## config.mk

```make
export PLATFORM = sky130hd
export DESIGN_NAME = ppe_port
export DESIGN_NICKNAME = d
export VERILOG_FILES = /design/src/ppe_pkg.sv /design/src/ppe_axil_slave.sv /design/src/ppe_pin_edge.sv /design/src/ppe_port.sv
export SDC_FILE = /design/constraint.sdc
export NUM_CORES = 1
export LEC_CHECK = 0
export BUFFER_PORTS_ARGS = -buffer_cell sky130_fd_sc_hd__buf_2
export CORE_AREA = 4 4 141 109
export CTS_CLUSTER_DIAMETER = 100
export DETAILED_ROUTE_END_ITERATION = 16
export DIE_AREA = 0 0 145 113
export GPL_TIMING_DRIVEN = 0
export PLACE_DENSITY = 0.71
export SLEW_MARGIN = 20
export SYNTH_ARGS = -nofsm -noshare
export SYNTH_HDL_FRONTEND = slang
export SYNTH_SLANG_ARGS = --single-unit
```

## constraint.sdc

```tcl
create_clock -name clk -period 2.16 [get_ports clk]
set_input_delay 0.108 -clock clk [delete_from_list [all_inputs] [get_ports clk]]
set_output_delay 0.108 -clock clk [all_outputs]
set_load 0.1 [all_outputs]
```

## src/ppe_pkg.sv

```systemverilog
// Shared constants and types for the port pin block
package ppe_pkg;

    // Bus geometry
    localparam int DATA_W = 32;
    localparam int ADDR_W = 8;
    localparam int STRB_W = DATA_W / 8;

    // Register byte offsets
    localparam logic [ADDR_W-1:0] OFF_OUT = 8'h00; // port_output_reg
    localparam logic [ADDR_W-1:0] OFF_DIR = 8'h04; // pin_direction_reg
    localparam logic [ADDR_W-1:0] OFF_REN = 8'h08; // pull_resistor_enable
    localparam logic [ADDR_W-1:0] OFF_SEL = 8'h0c; // pin_function_select
    localparam logic [ADDR_W-1:0] OFF_IN  = 8'h10; // port_input_reg
    localparam logic [ADDR_W-1:0] OFF_IES = 8'h14; // edge_select
    localparam logic [ADDR_W-1:0] OFF_IE  = 8'h18; // pin_interrupt_enable
    localparam logic [ADDR_W-1:0] OFF_IFG = 8'h1c; // pin_interrupt_flag

    // Reset values of the software registers
    localparam logic [DATA_W-1:0] RST_OUT = 32'h0000_0000;
    localparam logic [DATA_W-1:0] RST_DIR = 32'h0000_0000;
    localparam logic [DATA_W-1:0] RST_REN = 32'h0000_0000;
    localparam logic [DATA_W-1:0] RST_SEL = 32'h0000_0000;
    localparam logic [DATA_W-1:0] RST_IES = 32'h0000_0000;
    localparam logic [DATA_W-1:0] RST_IE  = 32'h0000_0000;
    localparam logic [DATA_W-1:0] RST_IFG = 32'h0000_0000;

    // Bus response codes
    localparam logic [1:0] RESP_OKAY   = 2'h0;
    localparam logic [1:0] RESP_SLVERR = 2'h2;

    // One accepted register write
    typedef struct packed {
        logic [ADDR_W-1:0] addr;
        logic [DATA_W-1:0] data;
        logic [STRB_W-1:0] strb;
    } ppe_wreq_t;

    // Address decode; input and flag words are read only
    function automatic logic ppe_addr_mapped(input logic [ADDR_W-1:0] a,
                                             input logic wr);
        logic hit;
        hit = (a[1:0] == 2'h0) && (a <= OFF_IFG);
        if (wr && (a == OFF_IN || a == OFF_IFG)) begin
            hit = 1'b0;
        end
        return hit;
    endfunction

endpackage

```

## src/ppe_axil_slave.sv

```systemverilog
`timescale 1ns/1ps
// AXI4-Lite slave front end, one write and one read in flight
module ppe_axil_slave
    import ppe_pkg::*;
(
    // Clock and reset
    input  wire logic              clk,
    input  wire logic              rstn,
    // Write address and data
    input  wire logic [ADDR_W-1:0] s_awaddr,
    input  wire logic              s_awvalid,
    output logic                   s_awready,
    input  wire logic [DATA_W-1:0] s_wdata,
    input  wire logic [STRB_W-1:0] s_wstrb,
    input  wire logic              s_wvalid,
    output logic                   s_wready,
    // Write response
    output logic [1:0]             s_bresp,
    output logic                   s_bvalid,
    input  wire logic              s_bready,
    // Read address and data
    input  wire logic [ADDR_W-1:0] s_araddr,
    input  wire logic              s_arvalid,
    output logic                   s_arready,
    output logic [DATA_W-1:0]      s_rdata,
    output logic [1:0]             s_rresp,
    output logic                   s_rvalid,
    input  wire logic              s_rready,
    // Register side
    output ppe_wreq_t              wr_req,
    output logic                   wr_stb,
    output logic [ADDR_W-1:0]      rd_addr,
    output logic                   rd_stb,
    input  wire logic [DATA_W-1:0] rd_data
);

    logic [ADDR_W-1:0] aw_addr_r;  // Held write address
    logic [DATA_W-1:0] w_data_r;   // Held write data
    logic [STRB_W-1:0] w_strb_r;   // Held byte strobes
    logic              awready_r;  // Address slot free
    logic              wready_r;   // Data slot free
    logic              bvalid_r;   // Response pending
    logic [1:0]        bresp_r;    // Response code
    logic              wr_stb_r;   // One cycle write pulse
    logic [ADDR_W-1:0] ar_addr_r;  // Held read address
    logic              arready_r;  // Read slot free
    logic              rd_pend_r;  // Read data being fetched
    logic              rvalid_r;   // Read data pending
    logic [1:0]        rresp_r;    // Read response code
    logic [DATA_W-1:0] rdata_r;    // Read data

    // Write path: address and data taken in either order
    always_ff @(posedge clk or negedge rstn) begin
        if (!rstn) begin
            aw_addr_r <= '0;
            w_data_r  <= '0;
            w_strb_r  <= '0;
            awready_r <= 1'b1;
            wready_r  <= 1'b1;
            bvalid_r  <= 1'b0;
            bresp_r   <= RESP_OKAY;
            wr_stb_r  <= 1'b0;
        end else begin
            wr_stb_r <= 1'b0;
            if (s_awvalid && awready_r) begin
                aw_addr_r <= s_awaddr;
                awready_r <= 1'b0;
            end
            if (s_wvalid && wready_r) begin
                w_data_r <= s_wdata;
                w_strb_r <= s_wstrb;
                wready_r <= 1'b0;
            end
            // Both halves held: commit once and answer
            if (!awready_r && !wready_r && !bvalid_r) begin
                wr_stb_r <= ppe_addr_mapped(aw_addr_r, 1'b1);
                bvalid_r <= 1'b1;
                bresp_r  <= ppe_addr_mapped(aw_addr_r, 1'b1) ?
                            RESP_OKAY : RESP_SLVERR;
            end
            // Slots reopen only after the response is taken
            if (bvalid_r && s_bready) begin
                bvalid_r  <= 1'b0;
                awready_r <= 1'b1;
                wready_r  <= 1'b1;
            end
        end
    end

    // Read path: fetch one cycle after address, then answer
    always_ff @(posedge clk or negedge rstn) begin
        if (!rstn) begin
            ar_addr_r <= '0;
            arready_r <= 1'b1;
            rd_pend_r <= 1'b0;
            rvalid_r  <= 1'b0;
            rresp_r   <= RESP_OKAY;
            rdata_r   <= '0;
        end else begin
            if (s_arvalid && arready_r) begin
                ar_addr_r <= s_araddr;
                arready_r <= 1'b0;
                rd_pend_r <= 1'b1;
            end
            if (rd_pend_r) begin
                rdata_r   <= rd_data;
                rresp_r   <= ppe_addr_mapped(ar_addr_r, 1'b0) ?
                             RESP_OKAY : RESP_SLVERR;
                rvalid_r  <= 1'b1;
                rd_pend_r <= 1'b0;
            end
            if (rvalid_r && s_rready) begin
                rvalid_r  <= 1'b0;
                arready_r <= 1'b1;
            end
        end
    end

    // Outputs straight from flops
    assign s_awready   = awready_r;
    assign s_wready    = wready_r;
    assign s_bvalid    = bvalid_r;
    assign s_bresp     = bresp_r;
    assign s_arready   = arready_r;
    assign s_rvalid    = rvalid_r;
    assign s_rresp     = rresp_r;
    assign s_rdata     = rdata_r;
    assign wr_req.addr = aw_addr_r;
    assign wr_req.data = w_data_r;
    assign wr_req.strb = w_strb_r;
    assign wr_stb      = wr_stb_r;
    assign rd_addr     = ar_addr_r;
    assign rd_stb      = rd_pend_r;

endmodule // ppe_axil_slave

```

## src/ppe_pin_edge.sv

```systemverilog
`timescale 1ns/1ps
// One pin: input capture, clear hold and edge event
module ppe_pin_edge (
    // Clock and reset
    input  wire logic clk,
    input  wire logic rstn,
    // Pin side
    input  wire logic pin_level,
    input  wire logic power_up_clear,
    input  wire logic edge_select,
    // Port side
    output logic      in_bit,
    output logic      edge_evt
);

    logic in_r;      // Readable input bit
    logic in_d_r;    // Input bit one cycle back
    logic clr_q_r;   // Clear level aligned with in_r
    logic clr_qq_r;  // Clear level aligned with in_d_r
    logic rise;      // Low to high seen
    logic fall;      // High to low seen
    logic clr_cause; // Change was made by the clear

    // Input held at zero during clear, pin level after
    always_ff @(posedge clk or negedge rstn) begin
        if (!rstn) begin
            in_r   <= 1'b0;
            in_d_r <= 1'b0;
        end else begin
            in_r   <= power_up_clear ? 1'b0 : pin_level;
            in_d_r <= in_r;
        end
    end

    // Clear level delayed to match the input pipe
    always_ff @(posedge clk or negedge rstn) begin
        if (!rstn) begin
            clr_q_r  <= 1'b0;
            clr_qq_r <= 1'b0;
        end else begin
            clr_q_r  <= power_up_clear;
            clr_qq_r <= clr_q_r;
        end
    end

    assign rise      = in_r & ~in_d_r;
    assign fall      = ~in_r & in_d_r;
    assign clr_cause = clr_q_r ^ clr_qq_r;

    // Clear-made edges flag whatever edge_select says
    assign edge_evt = (edge_select ? fall : rise) |
                      ((rise | fall) & clr_cause);
    assign in_bit   = in_r;

endmodule // ppe_pin_edge

```

## src/ppe_port.sv

```systemverilog
`timescale 1ns/1ps
// Operation
// - Pull plus peripheral: pull follows peripheral output
// - Clear holds input register at zero
// - Clear makes falling then rising input edges
// - Clear-made edges set flags regardless of edge_select
module ppe_port
    import ppe_pkg::*;
#(
    parameter int N_PINS = 8 // Pins in this port
) (
    // Clock and reset
    input  wire logic              clk,
    input  wire logic              rstn,
    // AXI4-Lite write address
    input  wire logic [ADDR_W-1:0] s_awaddr,
    input  wire logic              s_awvalid,
    output logic                   s_awready,
    // AXI4-Lite write data
    input  wire logic [DATA_W-1:0] s_wdata,
    input  wire logic [STRB_W-1:0] s_wstrb,
    input  wire logic              s_wvalid,
    output logic                   s_wready,
    // AXI4-Lite write response
    output logic [1:0]             s_bresp,
    output logic                   s_bvalid,
    input  wire logic              s_bready,
    // AXI4-Lite read address
    input  wire logic [ADDR_W-1:0] s_araddr,
    input  wire logic              s_arvalid,
    output logic                   s_arready,
    // AXI4-Lite read data
    output logic [DATA_W-1:0]      s_rdata,
    output logic [1:0]             s_rresp,
    output logic                   s_rvalid,
    input  wire logic              s_rready,
    // System clear
    input  wire logic              power_up_clear,
    // Pad side
    input  wire logic [N_PINS-1:0] pin_in,
    output logic [N_PINS-1:0]      pin_out,
    output logic [N_PINS-1:0]      pin_oe_n,
    output logic [N_PINS-1:0]      pull_en,
    output logic [N_PINS-1:0]      pull_up,
    // Peripheral side
    input  wire logic [N_PINS-1:0] periph_out,
    input  wire logic [N_PINS-1:0] periph_dir,
    // Interrupt
    output logic                   irq
);

    // Reject widths the zero-extension cannot serve
    if (N_PINS < 1 || N_PINS > DATA_W - 1) begin : g_bad_width
        $error("ppe_port: N_PINS must be 1 to 31");
    end

    // Software registers
    logic [N_PINS-1:0] port_output_reg_r;      // Pin drive value
    logic [N_PINS-1:0] pin_direction_reg_r;    // One drives the pin
    logic [N_PINS-1:0] pull_resistor_enable_r; // Pull resistor on
    logic [N_PINS-1:0] pin_function_select_r;  // Peripheral owns pin
    logic [N_PINS-1:0] edge_select_r;          // One picks falling edge
    logic [N_PINS-1:0] pin_interrupt_enable_r; // Interrupt mask
    logic [N_PINS-1:0] pin_interrupt_flag_r;   // Sticky edge flags
    logic [N_PINS-1:0] pin_interrupt_flag_nxt; // Next flag value

    // Pad output flops
    logic [N_PINS-1:0] pin_out_r;  // Driven level
    logic [N_PINS-1:0] pin_oe_n_r; // Low while driving
    logic [N_PINS-1:0] pull_en_r;  // Pull resistor active
    logic [N_PINS-1:0] pull_up_r;  // One pulls up, zero pulls down
    logic              irq_r;      // Level interrupt

    // Per-pin results
    logic [N_PINS-1:0] port_input_reg; // Captured pin levels
    logic [N_PINS-1:0] edge_evt;       // Edge events this cycle

    // Bus side signals
    ppe_wreq_t         wr_req;  // Accepted write
    logic              wr_stb;  // Write commit pulse
    logic [ADDR_W-1:0] rd_addr; // Read address
    logic              rd_stb;  // Read fetch pulse
    logic [DATA_W-1:0] rd_data; // Read word
    logic [N_PINS-1:0] wmask;   // Per-bit write enable
    logic [N_PINS-1:0] wdata;   // Write data for this port

    // Pad control derived from registers
    logic [N_PINS-1:0] drive_src; // Value before the pad flop
    logic [N_PINS-1:0] dir_src;   // Direction before the pad flop
    logic [N_PINS-1:0] pull_dir;  // Pull direction before the flop
    logic [N_PINS-1:0] periph_pull; // Pins where peripheral steers pull

    // Bus front end
    ppe_axil_slave u_bus (
        .clk       (clk),
        .rstn      (rstn),
        .s_awaddr  (s_awaddr),
        .s_awvalid (s_awvalid),
        .s_awready (s_awready),
        .s_wdata   (s_wdata),
        .s_wstrb   (s_wstrb),
        .s_wvalid  (s_wvalid),
        .s_wready  (s_wready),
        .s_bresp   (s_bresp),
        .s_bvalid  (s_bvalid),
        .s_bready  (s_bready),
        .s_araddr  (s_araddr),
        .s_arvalid (s_arvalid),
        .s_arready (s_arready),
        .s_rdata   (s_rdata),
        .s_rresp   (s_rresp),
        .s_rvalid  (s_rvalid),
        .s_rready  (s_rready),
        .wr_req    (wr_req),
        .wr_stb    (wr_stb),
        .rd_addr   (rd_addr),
        .rd_stb    (rd_stb),
        .rd_data   (rd_data)
    );

    // Per-pin capture and edge logic, plus byte lane mask
    for (genvar i = 0; i < N_PINS; i++) begin : g_pin
        ppe_pin_edge u_edge (
            .clk            (clk),
            .rstn           (rstn),
            .pin_level      (pin_in[i]),
            .power_up_clear (power_up_clear),
            .edge_select    (edge_select_r[i]),
            .in_bit         (port_input_reg[i]),
            .edge_evt       (edge_evt[i])
        );
        assign wmask[i] = wr_req.strb[i / 8];
    end

    assign wdata = wr_req.data[N_PINS-1:0];

    // Byte-lane merge of a write into a register
    function automatic logic [N_PINS-1:0] merge(
        input logic [N_PINS-1:0] old,
        input logic [N_PINS-1:0] nw,
        input logic [N_PINS-1:0] m
    );
        return (old & ~m) | (nw & m);
    endfunction

    // Zero-extend a port-wide value onto the bus
    function automatic logic [DATA_W-1:0] zx(input logic [N_PINS-1:0] v);
        return {{(DATA_W - N_PINS){1'b0}}, v};
    endfunction

    // Configuration registers written by software
    always_ff @(posedge clk or negedge rstn) begin
        if (!rstn) begin
            port_output_reg_r      <= RST_OUT[N_PINS-1:0];
            pin_direction_reg_r    <= RST_DIR[N_PINS-1:0];
            pull_resistor_enable_r <= RST_REN[N_PINS-1:0];
            pin_function_select_r  <= RST_SEL[N_PINS-1:0];
            edge_select_r          <= RST_IES[N_PINS-1:0];
            pin_interrupt_enable_r <= RST_IE[N_PINS-1:0];
        end else if (wr_stb) begin
            // Unmapped and read-only words never raise wr_stb
            unique case (wr_req.addr)
                OFF_OUT: begin
                    port_output_reg_r <=
                        merge(port_output_reg_r, wdata, wmask);
                end
                OFF_DIR: begin
                    pin_direction_reg_r <=
                        merge(pin_direction_reg_r, wdata, wmask);
                end
                OFF_REN: begin
                    pull_resistor_enable_r <=
                        merge(pull_resistor_enable_r, wdata, wmask);
                end
                OFF_SEL: begin
                    pin_function_select_r <=
                        merge(pin_function_select_r, wdata, wmask);
                end
                OFF_IES: begin
                    edge_select_r <= merge(edge_select_r, wdata, wmask);
                end
                OFF_IE: begin
                    // Stale flags fire at once; software clears first
                    pin_interrupt_enable_r <=
                        merge(pin_interrupt_enable_r, wdata, wmask);
                end
                default: begin
                    // No other writable word
                end
            endcase
        end
    end

    // Flags: a read clears them, a new edge in that cycle survives
    always_comb begin
        pin_interrupt_flag_nxt = pin_interrupt_flag_r;
        if (rd_stb && rd_addr == OFF_IFG) begin
            pin_interrupt_flag_nxt = '0;
        end
        pin_interrupt_flag_nxt = pin_interrupt_flag_nxt | edge_evt;
    end

    // Flag storage; the clear input does not wipe it on purpose
    always_ff @(posedge clk or negedge rstn) begin
        if (!rstn) begin
            pin_interrupt_flag_r <= RST_IFG[N_PINS-1:0];
        end else begin
            pin_interrupt_flag_r <= pin_interrupt_flag_nxt;
        end
    end

    // Read mux; the flag word returns the value before clearing
    always_comb begin
        unique case (rd_addr)
            OFF_OUT: rd_data = zx(port_output_reg_r);
            OFF_DIR: rd_data = zx(pin_direction_reg_r);
            OFF_REN: rd_data = zx(pull_resistor_enable_r);
            OFF_SEL: rd_data = zx(pin_function_select_r);
            OFF_IN:  rd_data = zx(port_input_reg);
            OFF_IES: rd_data = zx(edge_select_r);
            OFF_IE:  rd_data = zx(pin_interrupt_enable_r);
            OFF_IFG: rd_data = zx(pin_interrupt_flag_r);
            default: rd_data = '0;
        endcase
    end

    // Pad source selection between port and peripheral
    assign periph_pull = pull_resistor_enable_r & pin_function_select_r;
    assign drive_src   = (pin_function_select_r & periph_out) |
                         (~pin_function_select_r & port_output_reg_r);
    assign dir_src     = (pin_function_select_r & periph_dir) |
                         (~pin_function_select_r & pin_direction_reg_r);
    // Pull direction; peripheral output wins when it owns the pin with its pull enabled
    assign pull_dir    = (periph_pull & periph_out) |
                         (~periph_pull & port_output_reg_r);

    // Pad flops; a driven pin never has its pull on
    always_ff @(posedge clk or negedge rstn) begin
        if (!rstn) begin
            pin_out_r  <= '0;
            pin_oe_n_r <= '1;
            pull_en_r  <= '0;
            pull_up_r  <= '0;
        end else begin
            pin_out_r  <= drive_src;
            pin_oe_n_r <= ~dir_src;
            pull_en_r  <= pull_resistor_enable_r & ~dir_src;
            pull_up_r  <= pull_dir;
        end
    end

    // Interrupt level, one cycle behind the flags
    always_ff @(posedge clk or negedge rstn) begin
        if (!rstn) begin
            irq_r <= 1'b0;
        end else begin
            irq_r <= |(pin_interrupt_flag_r & pin_interrupt_enable_r);
        end
    end

    // Top outputs from flops
    assign pin_out  = pin_out_r;
    assign pin_oe_n = pin_oe_n_r;
    assign pull_en  = pull_en_r;
    assign pull_up  = pull_up_r;
    assign irq      = irq_r;

endmodule // ppe_port

```

==> out/metrics.yaml, run 1 <==
cts_max_level: 4
syn_area_sq_mm: 0.00659
drive_gt1_frac: 0.394
path_cells: "or4b_2, or3_1, a21o_1"
grt.total_usage: 0.189
cp.arrival_ns: 2.35
critPathTopFamily: "simple AND/OR/NAND/NOR gates"
synthAdderAreaFrac: 0.0304
wl_met1_mm: 6.53
stdcell_count: 890
fillCellCount: 1030
synth_simple_gate_area_frac: 0.0718
ir_drop_v: 0.000758
synth_top_area_frac: 0.524
grt_pass1_wl_mm: 24.6
dieWidth_um: 145
routed_wl_mm: 15.0
hold_class: "in2async"
ys_seq_elements: 149
slowest_stage: "or4b_2"
crit_path_end_kind: "flip-flop"
startpoint_type: "flip-flop"
synth_commonest_cells: "138 x dfrtp_1, 85 x mux2_2, 48 x mux2i_1"
core_sq_mm: 0.0141
dieArea_sq_mm: 0.0164
skew_ns: 0.0143
portBuffers: 104
rsz0062_at_grt: "no"
leakage_nw: 4.38
grt_pass1_vias: 4696
met3_length_um: 954
path_class: "reg2reg"
drt_iter0_markers: 213
timing.final.ws_setup_ns: 0.123
antenna_found_initial: 0
wl_per_cell_um: 16.8
setup_violations: 0
numCtsBuffers: 17
synth_edf_count: 0
synth_most_common_cell: "dfrtp_1"
clockBufferDepth: 2
area_growth_pct: 35.6
synth_top_family_by_area: "multiplexers"
post-route-period-util: 0.943
cts.sinks: 149
synth_top_flop_cell: "dfrtp_1"
first_pass_iters: 4
synth.area.mux_share: 0.225
gp_congestion: 0.856
initial_core_util: 0.467
grt_max_degree: 83
slew_headroom: 0.478
startpoint: "u_bus.rd_addr[5]$_DFFE_PN0P_"
crit_fanout: 8
grt-ovfl-total: 0
postSynthAreaPerCell_sq_um: 13.7
viasPerCell: 5.00
tightest_slew_ns: 0.783
report.final.slew_viol_count: 0
synthDistinctLibCells: 38
hold_violations: 0
setup_tns_ns: 0
synthCells: 480
required_ns: 2.47
root_buffer: "clkbuf_16"
dr_wl_met2_mm: 7.44
fmax_mhz: 491
dp.cells: 790
synth_compound_area_frac: 0.0539
num_vias: 4454
async_flop_share: 1.00
routed.top_layer: "met4"
final.min_clock_period_ns: 2.04
synthTopCellsByArea: "dfrtp_1 52%, mux2_2 15%, mux2i_1 7.3%"
n_antenna_cell: 0
boundaryPins: 158
seq_area_frac_synth: 0.568
drtAntennaViolNets: 0
status: "completed"
clock_latency_ns: 0.42
power_density_mw_per_mm2: 1050
critical_path_buf_inv_count: 0
r2r_start: "u_bus.rd_addr[5]$_DFFE_PN0P_"
cts.clk_slew.worst_paths_ns: 0.06
slowest_delay_ns: 0.76
ys.warnings.count: 0
synth_xor_area_frac: 0.00133
post-dp-hpwl_mm: 10.1
cts_tree: "done"
rows: 38
synth_largest_area_cell: "dfrtp_1"
drc_errors: 0
place_ws_ns: -0.134
hold_slack_ns: 0.267
fin_nets: 798
die_h_um: 113
cap_violations: 0
[power breakdown]
part           switching [mW]  total [mW]  internal, mW  leakage, nW
logic                    1.51        2.31         0.806         2.12
clock network            1.10        3.56          2.45        0.347
registers               0.350        3.50          3.15         1.91
[cells in the final DEF, fill, tap and decap left out, types with 11 or more instances in the layout]
cell type	instances
nor2b_1	16
mux2_2	85
clkbuf_16	17
buf_4	29
ha_1	16
dlygate4sd3_1	63
dfstp_2	11
mux2i_1	48
inv_1	21
o22ai_1	16
dfrtp_1	138
conb_1	26
nand2_1	14
buf_2	104
o21ai_0	11
[worst register-to-register path, delay by kind of cell (launching register included)]
| kind | cells | cell delay (ns) |
|---|---|---|
| and+or+nand+nor | 2 | 1.31 |
| DFF | 1 | 0.38 |
| AOI/OAI and AO/OA | 1 | 0.24 |
[timing repair]
action	4_1_cts	5_1_grt
resized for setup	4	2
pin swaps	6	0
setup buffers	7	0
hold endpoints to repair	134	0
gates cloned	0	0
hold buffers	63	0
endpoints found under the setup margin	56	10
[metrics by stage]
step,area (sq um),utilization,total power [mW]
3_5_place_dp,7470,0.529,5.71
2_1_floorplan,6680,-,5.16
6_report,8930,0.633,9.37
3_3_place_gp,7430,0.526,5.63
5_1_grt,8930,0.633,9.73
4_1_cts,8940,0.633,9.40
[cells by family (layout without fill, tap and decap cells)]
group	after synthesis	count (layout)
and+or+nand+nor	66	66
xor gates and xnor gates	1	1
other	1	26
DFF	149	149
AOI/OAI and AO/OA	51	51
adders and majority gates	16	16
muxes	137	137
buffers and inverters	59	264
[final cells by class]
cell class / instances / area [sq um] / area share
Buffer: 37 / 245 / 0.0275
Clock buffer: 21 / 460 / 0.0515
Clock inverter: 10 / 250 / 0.0280
Inverter: 21 / 78.8 / 0.00882
Multi-Input combinational cell: 297 / 2630 / 0.294
Sequential cell: 149 / 3740 / 0.419
Tap cell: 180 / 225 / 0.0252
Timing Repair Buffer: 175 / 1300 / 0.146
[metal layers]
| layer | track usage | vias to the layer above |
|---|---|---|
| met5 | 0 | - |
| li1 | - | 2096 |
| met2 | 0.315 | 115 |
| met3 | 0.0544 | 2 |
| met1 | 0.248 | 2241 |
| met4 | 0.0443 | 0 |
[path summary, 6_finish.rpt]
path	slack, ns	endpoint	cells after the start
setup / recovery	0.12	pin_interrupt_flag_r[4]$_DFF_PN0_	3
hold / removal	0.27	u_bus.s_rdata[7]$_DFFE_PN0P_	2
setup reg to reg	0.12	pin_interrupt_flag_r[4]$_DFF_PN0_	3
hold reg to reg	0.40	g_pin[5].u_edge.clr_qq_r$_DFF_PN0_	0
max in group asynchronous	1.10	pin_oe_n[5]$_DFF_PN1_	3
min in group clk	0.39	pin_oe_n[5]$_DFF_PN1_	3
Note: power is estimated with default switching activity, not from simulation.
==> run 2: changes to the inputs <==
Settings changed: PLACE_DENSITY 0.71 to 0.76.
==> out/metrics.yaml, run 2 (synthesized netlist as in run 1, its figures left out) <==
status: "completed"
viasPerCell: 5.06  # +1.2%
dieWidth_um: 145  # unchanged
rows: 38  # unchanged
cts_tree: "done"
slew_headroom: 0.468  # -0.0103
grt.total_usage: 0.193  # +0.00381
crit_path_end_kind: "flip-flop"
post_dp_cell_area_sq_mm: 0.00747  # unchanged
setup_violations: 0  # unchanged
post-dp-hpwl_mm: 10.3  # +2.2%
drt_iter0_markers: 224  # +5.2%
numCtsBuffers: 17  # unchanged
final_common_cell: "dfrtp_1"
dieArea_sq_mm: 0.0164  # unchanged
fmax_mhz: 493  # +0.44%
power_density_mw_per_mm2: 989  # -5.7%
n_antenna_cell: 0  # unchanged
path_cells: "or4b_2, or3_1, a21o_1"
fillCellCount: 1078  # +4.7%
leakage_nw: 4.31  # -1.7%
hold_violations: 0  # unchanged
drtAntennaViolNets: 0  # unchanged
post-route-period-util: 0.939  # -0.00416
area_growth_pct: 33.5
grt_max_degree: 83  # unchanged
critical_path_buf_inv_count: 0  # unchanged
boundaryPins: 158  # unchanged
drive_gt1_frac: 0.396  # +0.00170
first_pass_iters: 4  # unchanged
antenna_found_initial: 0  # unchanged
root_buffer: "clkbuf_16"
critPathTopFamily: "simple AND/OR/NAND/NOR gates"
layout_common_cells: "138 x dfrtp_1, 104 x buf_2, 85 x mux2_2"
cts.sinks: 149  # unchanged
skew_ns: 0.0105  # -0.00379 ns
die_h_um: 113  # unchanged
timing.final.ws_setup_ns: 0.132  # +0.00898 ns
gp_congestion: 0.825  # -3.6%
core_sq_mm: 0.0141  # unchanged
drc_errors: 0  # unchanged
hold_class: "in2async"
final.min_clock_period_ns: 2.03  # -0.00898 ns
crit_fanout: 8  # unchanged
slowest_delay_ns: 0.75  # about the same
cts_max_level: 4  # unchanged
cp.arrival_ns: 2.34  # about the same
clock_latency_ns: 0.42  # about the same
reg2reg_depth: 3  # unchanged
path_depth: 3  # unchanged
cts.clk_slew.worst_paths_ns: 0.06  # about the same
path_class: "reg2reg"
cap_violations: 0  # unchanged
tightest_slew_ns: 0.798  # +0.0155 ns
grt-ovfl-total: 0  # unchanged
fin_nets: 799  # +0.13%
grt_pass1_wl_mm: 25.1  # +2.0%
required_ns: 2.47  # about the same
slowest_stage: "or4b_2"
place_ws_ns: -0.176  # -0.0412 ns
grt_pass1_vias: 4850  # +3.3%
wl_per_cell_um: 17.0  # +1.1%
num_vias: 4516  # +1.4%
r2r_slack_ns: 0.13  # about the same
report.final.slew_viol_count: 0  # unchanged
startpoint_type: "flip-flop"
fin_area_sq_mm: 0.00879  # -1.6%
portBuffers: 104  # unchanged
rsz0062_at_grt: "no"
routed_wl_mm: 15.2  # +1.3%
initial_core_util: 0.467  # unchanged
clockBufferDepth: 2  # unchanged
ir_drop_v: 0.00118  # +55%
run 2: what timing repair did:
item	4_1_cts	5_1_grt
hold endpoints to repair	134	0
cloned	0	0
setup endpoints to repair	56	13
hold buffers	63	0
pin swaps	6	0
resized for setup	3	4
buffers inserted	8	0
run 2: report_power, final:
part           internal (mW)  switching (mW)  total [mW]
Sequential              3.15           0.348        3.50
Combinational          0.807            1.50        2.31
Clock                   1.73            1.16        2.89
Total                   5.68            3.01        8.69
run 2: worst paths after layout:
path	startpoint	end
min in group clk	periph_dir[5]	pin_oe_n[5]$_DFF_PN1_
max in group asynchronous	rstn	pin_oe_n[5]$_DFF_PN1_
setup / recovery	u_bus.rd_addr[5]$_DFFE_PN0P_	pin_interrupt_flag_r[1]$_DFF_PN0_
hold / removal	rstn	pin_out[0]$_DFF_PN0_
setup reg to reg	u_bus.rd_addr[5]$_DFFE_PN0P_	pin_interrupt_flag_r[1]$_DFF_PN0_
hold reg to reg	g_pin[7].u_edge.clr_q_r$_DFF_PN0_	g_pin[5].u_edge.clr_qq_r$_DFF_PN0_
run 2: through the flow:
stage                util  power, mW  hold slack (ns)  cells  setup TNS, ns
floorplan               -       5.16           -0.188    505              0
global placement    0.526       5.62            0.271    789        -143.94
detailed placement  0.529       5.71            0.137    790          -6.88
CTS                 0.623       8.73            0.286    893              0
global route        0.623       9.06            0.333    892              0
finish              0.623       8.69            0.280    892              0
run 2: cell type report:
cell class | count | area (sq um) | share of cell area
inverters | 21 | 78.8 | 0.00896
repair buffers | 176 | 1300 | 0.148
clock buffers | 20 | 447 | 0.0508
well taps | 180 | 225 | 0.0256
flip-flops and latches | 149 | 3740 | 0.426
plain buffers | 37 | 245 | 0.0279
multi-input cells | 297 | 2630 | 0.299
clock inverters | 12 | 130 | 0.0148
run 2: layer usage:
layer  vias to the layer above  track usage  share of wire
met5                         -            0              0
met4                         0       0.0671          0.011
met3                        13       0.0552          0.062
met2                       131        0.323           0.50
met1                      2281        0.242           0.43
li1                       2091            -              -
==> run 3: changes to the inputs <==
--- a/config.mk
+++ b/config.mk
@@ -8,6 +8,6 @@
 export BUFFER_PORTS_ARGS = -buffer_cell sky130_fd_sc_hd__buf_2
-export CORE_AREA = 4 4 141 109
+export CORE_AREA = 4 4 110 139
 export CTS_CLUSTER_DIAMETER = 100
 export DETAILED_ROUTE_END_ITERATION = 16
-export DIE_AREA = 0 0 145 113
+export DIE_AREA = 0 0 114 143
 export GPL_TIMING_DRIVEN = 0
==> constraint.sdc (replaced) <==
create_clock -name clk -period 2.16 [get_ports clk]
set_input_delay 0.432 -clock clk [delete_from_list [all_inputs] [get_ports clk]]
set_output_delay 0.432 -clock clk [all_outputs]
set_load 0.1 [all_outputs]
==> out/metrics.yaml, run 3 (synthesized netlist as in run 1, its figures left out) <==
antenna_found_initial: 0  # unchanged
drc_errors: 0  # unchanged
wl_per_cell_um: 17.1  # +0.63%
required_ns: 2.47  # about the same
ir_drop_v: 0.000755  # -36%
grt_pass1_wl_mm: 23.0  # -8.3%
switchingPower_mw: 3.04  # +1.0%
first_pass_iters: 5  # +1
crit_fanout: 7  # -1
area_growth_pct: 24.0
place_ws_ns: -0.171  # +0.00412 ns
crit_path_end_kind: "flip-flop"
rsz0062_at_grt: "no"
drive_gt1_frac: 0.437  # +0.0410
report.final.slew_viol_count: 0  # unchanged
post-route-period-util: 0.959  # +0.0197
dieWidth_um: 114  # -21%
hold_class: "in2reg"
portBuffers: 104  # unchanged
leakage_nw: 4.06  # -5.7%
clock_latency_ns: 0.43  # about the same
startpoint: "u_bus.aw_addr_r[0]$_DFFE_PN0P_"
slew_headroom: 0.467  # -0.000479
power_frac_comb: 0.256  # -0.009
core_sq_mm: 0.0141  # -0.14%
initial_core_util: 0.467  # +0.000663
power_density_mw_per_mm2: 1050  # +5.8%
path_class: "reg2reg"
wl_met1_mm: 5.43  # -16%
boundaryPins: 158  # unchanged
hold_violations: 0  # unchanged
cts_tree: "done"
fin_nets: 739  # -7.5%
numCtsBuffers: 17  # unchanged
dr_wl_met2_mm: 7.57  # about the same
routed.top_layer: "met4"
viasPerCell: 5.12  # +1.1%
final.min_clock_period_ns: 2.07  # +0.0426 ns
drtAntennaViolNets: 0  # unchanged
cts.clk_slew.worst_paths_ns: 0.06  # about the same
rows: 49  # +29%
num_vias: 4249  # -5.9%
p_seq_frac: 0.410  # +0.008
met3_length_um: 904  # -3.4%
grt_max_degree: 85  # +2.4%
dieArea_sq_mm: 0.0163  # -0.51%
timing.final.ws_setup_ns: 0.0891  # -0.0426 ns
p_int_mw: 5.51  # -3.1%
cts.sinks: 149  # unchanged
grt_pass1_vias: 4489  # -7.4%
power.total_mw: 8.55  # -1.7%
grt-ovfl-total: 0  # unchanged
dp.cells: 788  # -0.25%
die_h_um: 143  # +27%
skew_ns: 0.00811  # -0.00242 ns
drt_iter0_markers: 205  # -8.5%
startpoint_type: "flip-flop"
cp.arrival_ns: 2.38  # +0.04 ns
r2r_start: "u_bus.aw_addr_r[0]$_DFFE_PN0P_"
post-dp-hpwl_mm: 10.2  # -0.70%
cap_violations: 0  # unchanged
clock_power_share: 0.334  # +0.002
setup_violations: 0  # unchanged
clockBufferDepth: 2  # unchanged
cts_max_level: 4  # unchanged
routed_wl_mm: 14.2  # -6.4%
gp_congestion: 0.816  # -1.1%
tightest_slew_ns: 0.799  # +0.000718 ns
layout_common_cells: "138 x dfrtp_1, 104 x buf_2, 85 x mux2_2"
status: "completed"
worstHoldStart: "periph_dir[4]"
grt.total_usage: 0.182  # -0.0103
root_buffer: "clkbuf_16"
hold_slack_ns: 0.167  # -0.113 ns
final_common_cell: "dfrtp_1"
fmax_mhz: 483  # -2.1%
post-route-util: 0.580  # -0.0432
swShare: 0.356  # +0.00943
stdcell_count: 830  # -7.0%
n_antenna_cell: 0  # unchanged
==> run 3: repair_timing <==
item | in CTS | in global routing
gates resized for setup | 3 | 4
endpoints found under the hold margin | 62 | 0
pin swaps | 6 | 0
hold buffers | 1 | 0
buffers inserted | 9 | 0
setup endpoints to repair | 56 | 8
==> run 3: routing by layer <==
layer,global-route usage,vias to the layer above
met3,0.0479,26
met5,0,-
li1,-,1970
met4,0.0744,0
met2,0.316,148
met1,0.215,2105
==> run 3: metrics by stage <==
stage,cell area [sq um],TNS [ns]
2_1_floorplan,6680,0
3_3_place_gp,7430,-197.48
3_5_place_dp,7460,-5.14
4_1_cts,8170,0
5_1_grt,8170,0
6_report,8170,0
==> run 3: final cells by class <==
| class | count | area, sq um |
|---|---|---|
| buffer | 38 | 249 |
| clock buffer | 18 | 439 |
| clock inverter | 14 | 140 |
| fill | 1151 | 5930 |
| inverter | 21 | 78.8 |
| multi-input combinational | 297 | 2630 |
| sequential | 149 | 3740 |
| tap | 178 | 223 |
| timing repair buffer | 115 | 673 |
==> run 3: critical path, cell delays in order (launching register included) <==
cell and delay, ns:
dfrtp_1 0.37, or4_1 0.51, buf_4 0.21, nor4_4 0.33, buf_12 0.18, mux2_2 0.34
==> run 3: final timing paths <==
check,slack [ns],end,depth (start not counted)
min in group asynchronous,0.55,g_pin[1].u_edge.in_bit$_DFF_PN0_,2
worst max-delay path,0.09,flip-flop,5
worst max register to register,0.09,flip-flop,5
max in group asynchronous,0.80,pin_oe_n[7]$_DFF_PN1_,3
worst min register to register,0.40,g_pin[5].u_edge.clr_qq_r$_DFF_PN0_,0
worst min-delay path,0.17,pin_oe_n[4]$_DFF_PN1_,2
==> run 3: power groups by stage <==
stage                     Sequential (mW)  Clock (mW)  Combinational, mW
after detailed placement             3.54           0               2.18
after global placement               3.50           0               2.12
after global routing                 3.56        3.05               2.31
after floorplan                      3.91           0               1.26
after CTS                            3.50        2.91               2.19
final                                3.50        2.86               2.19
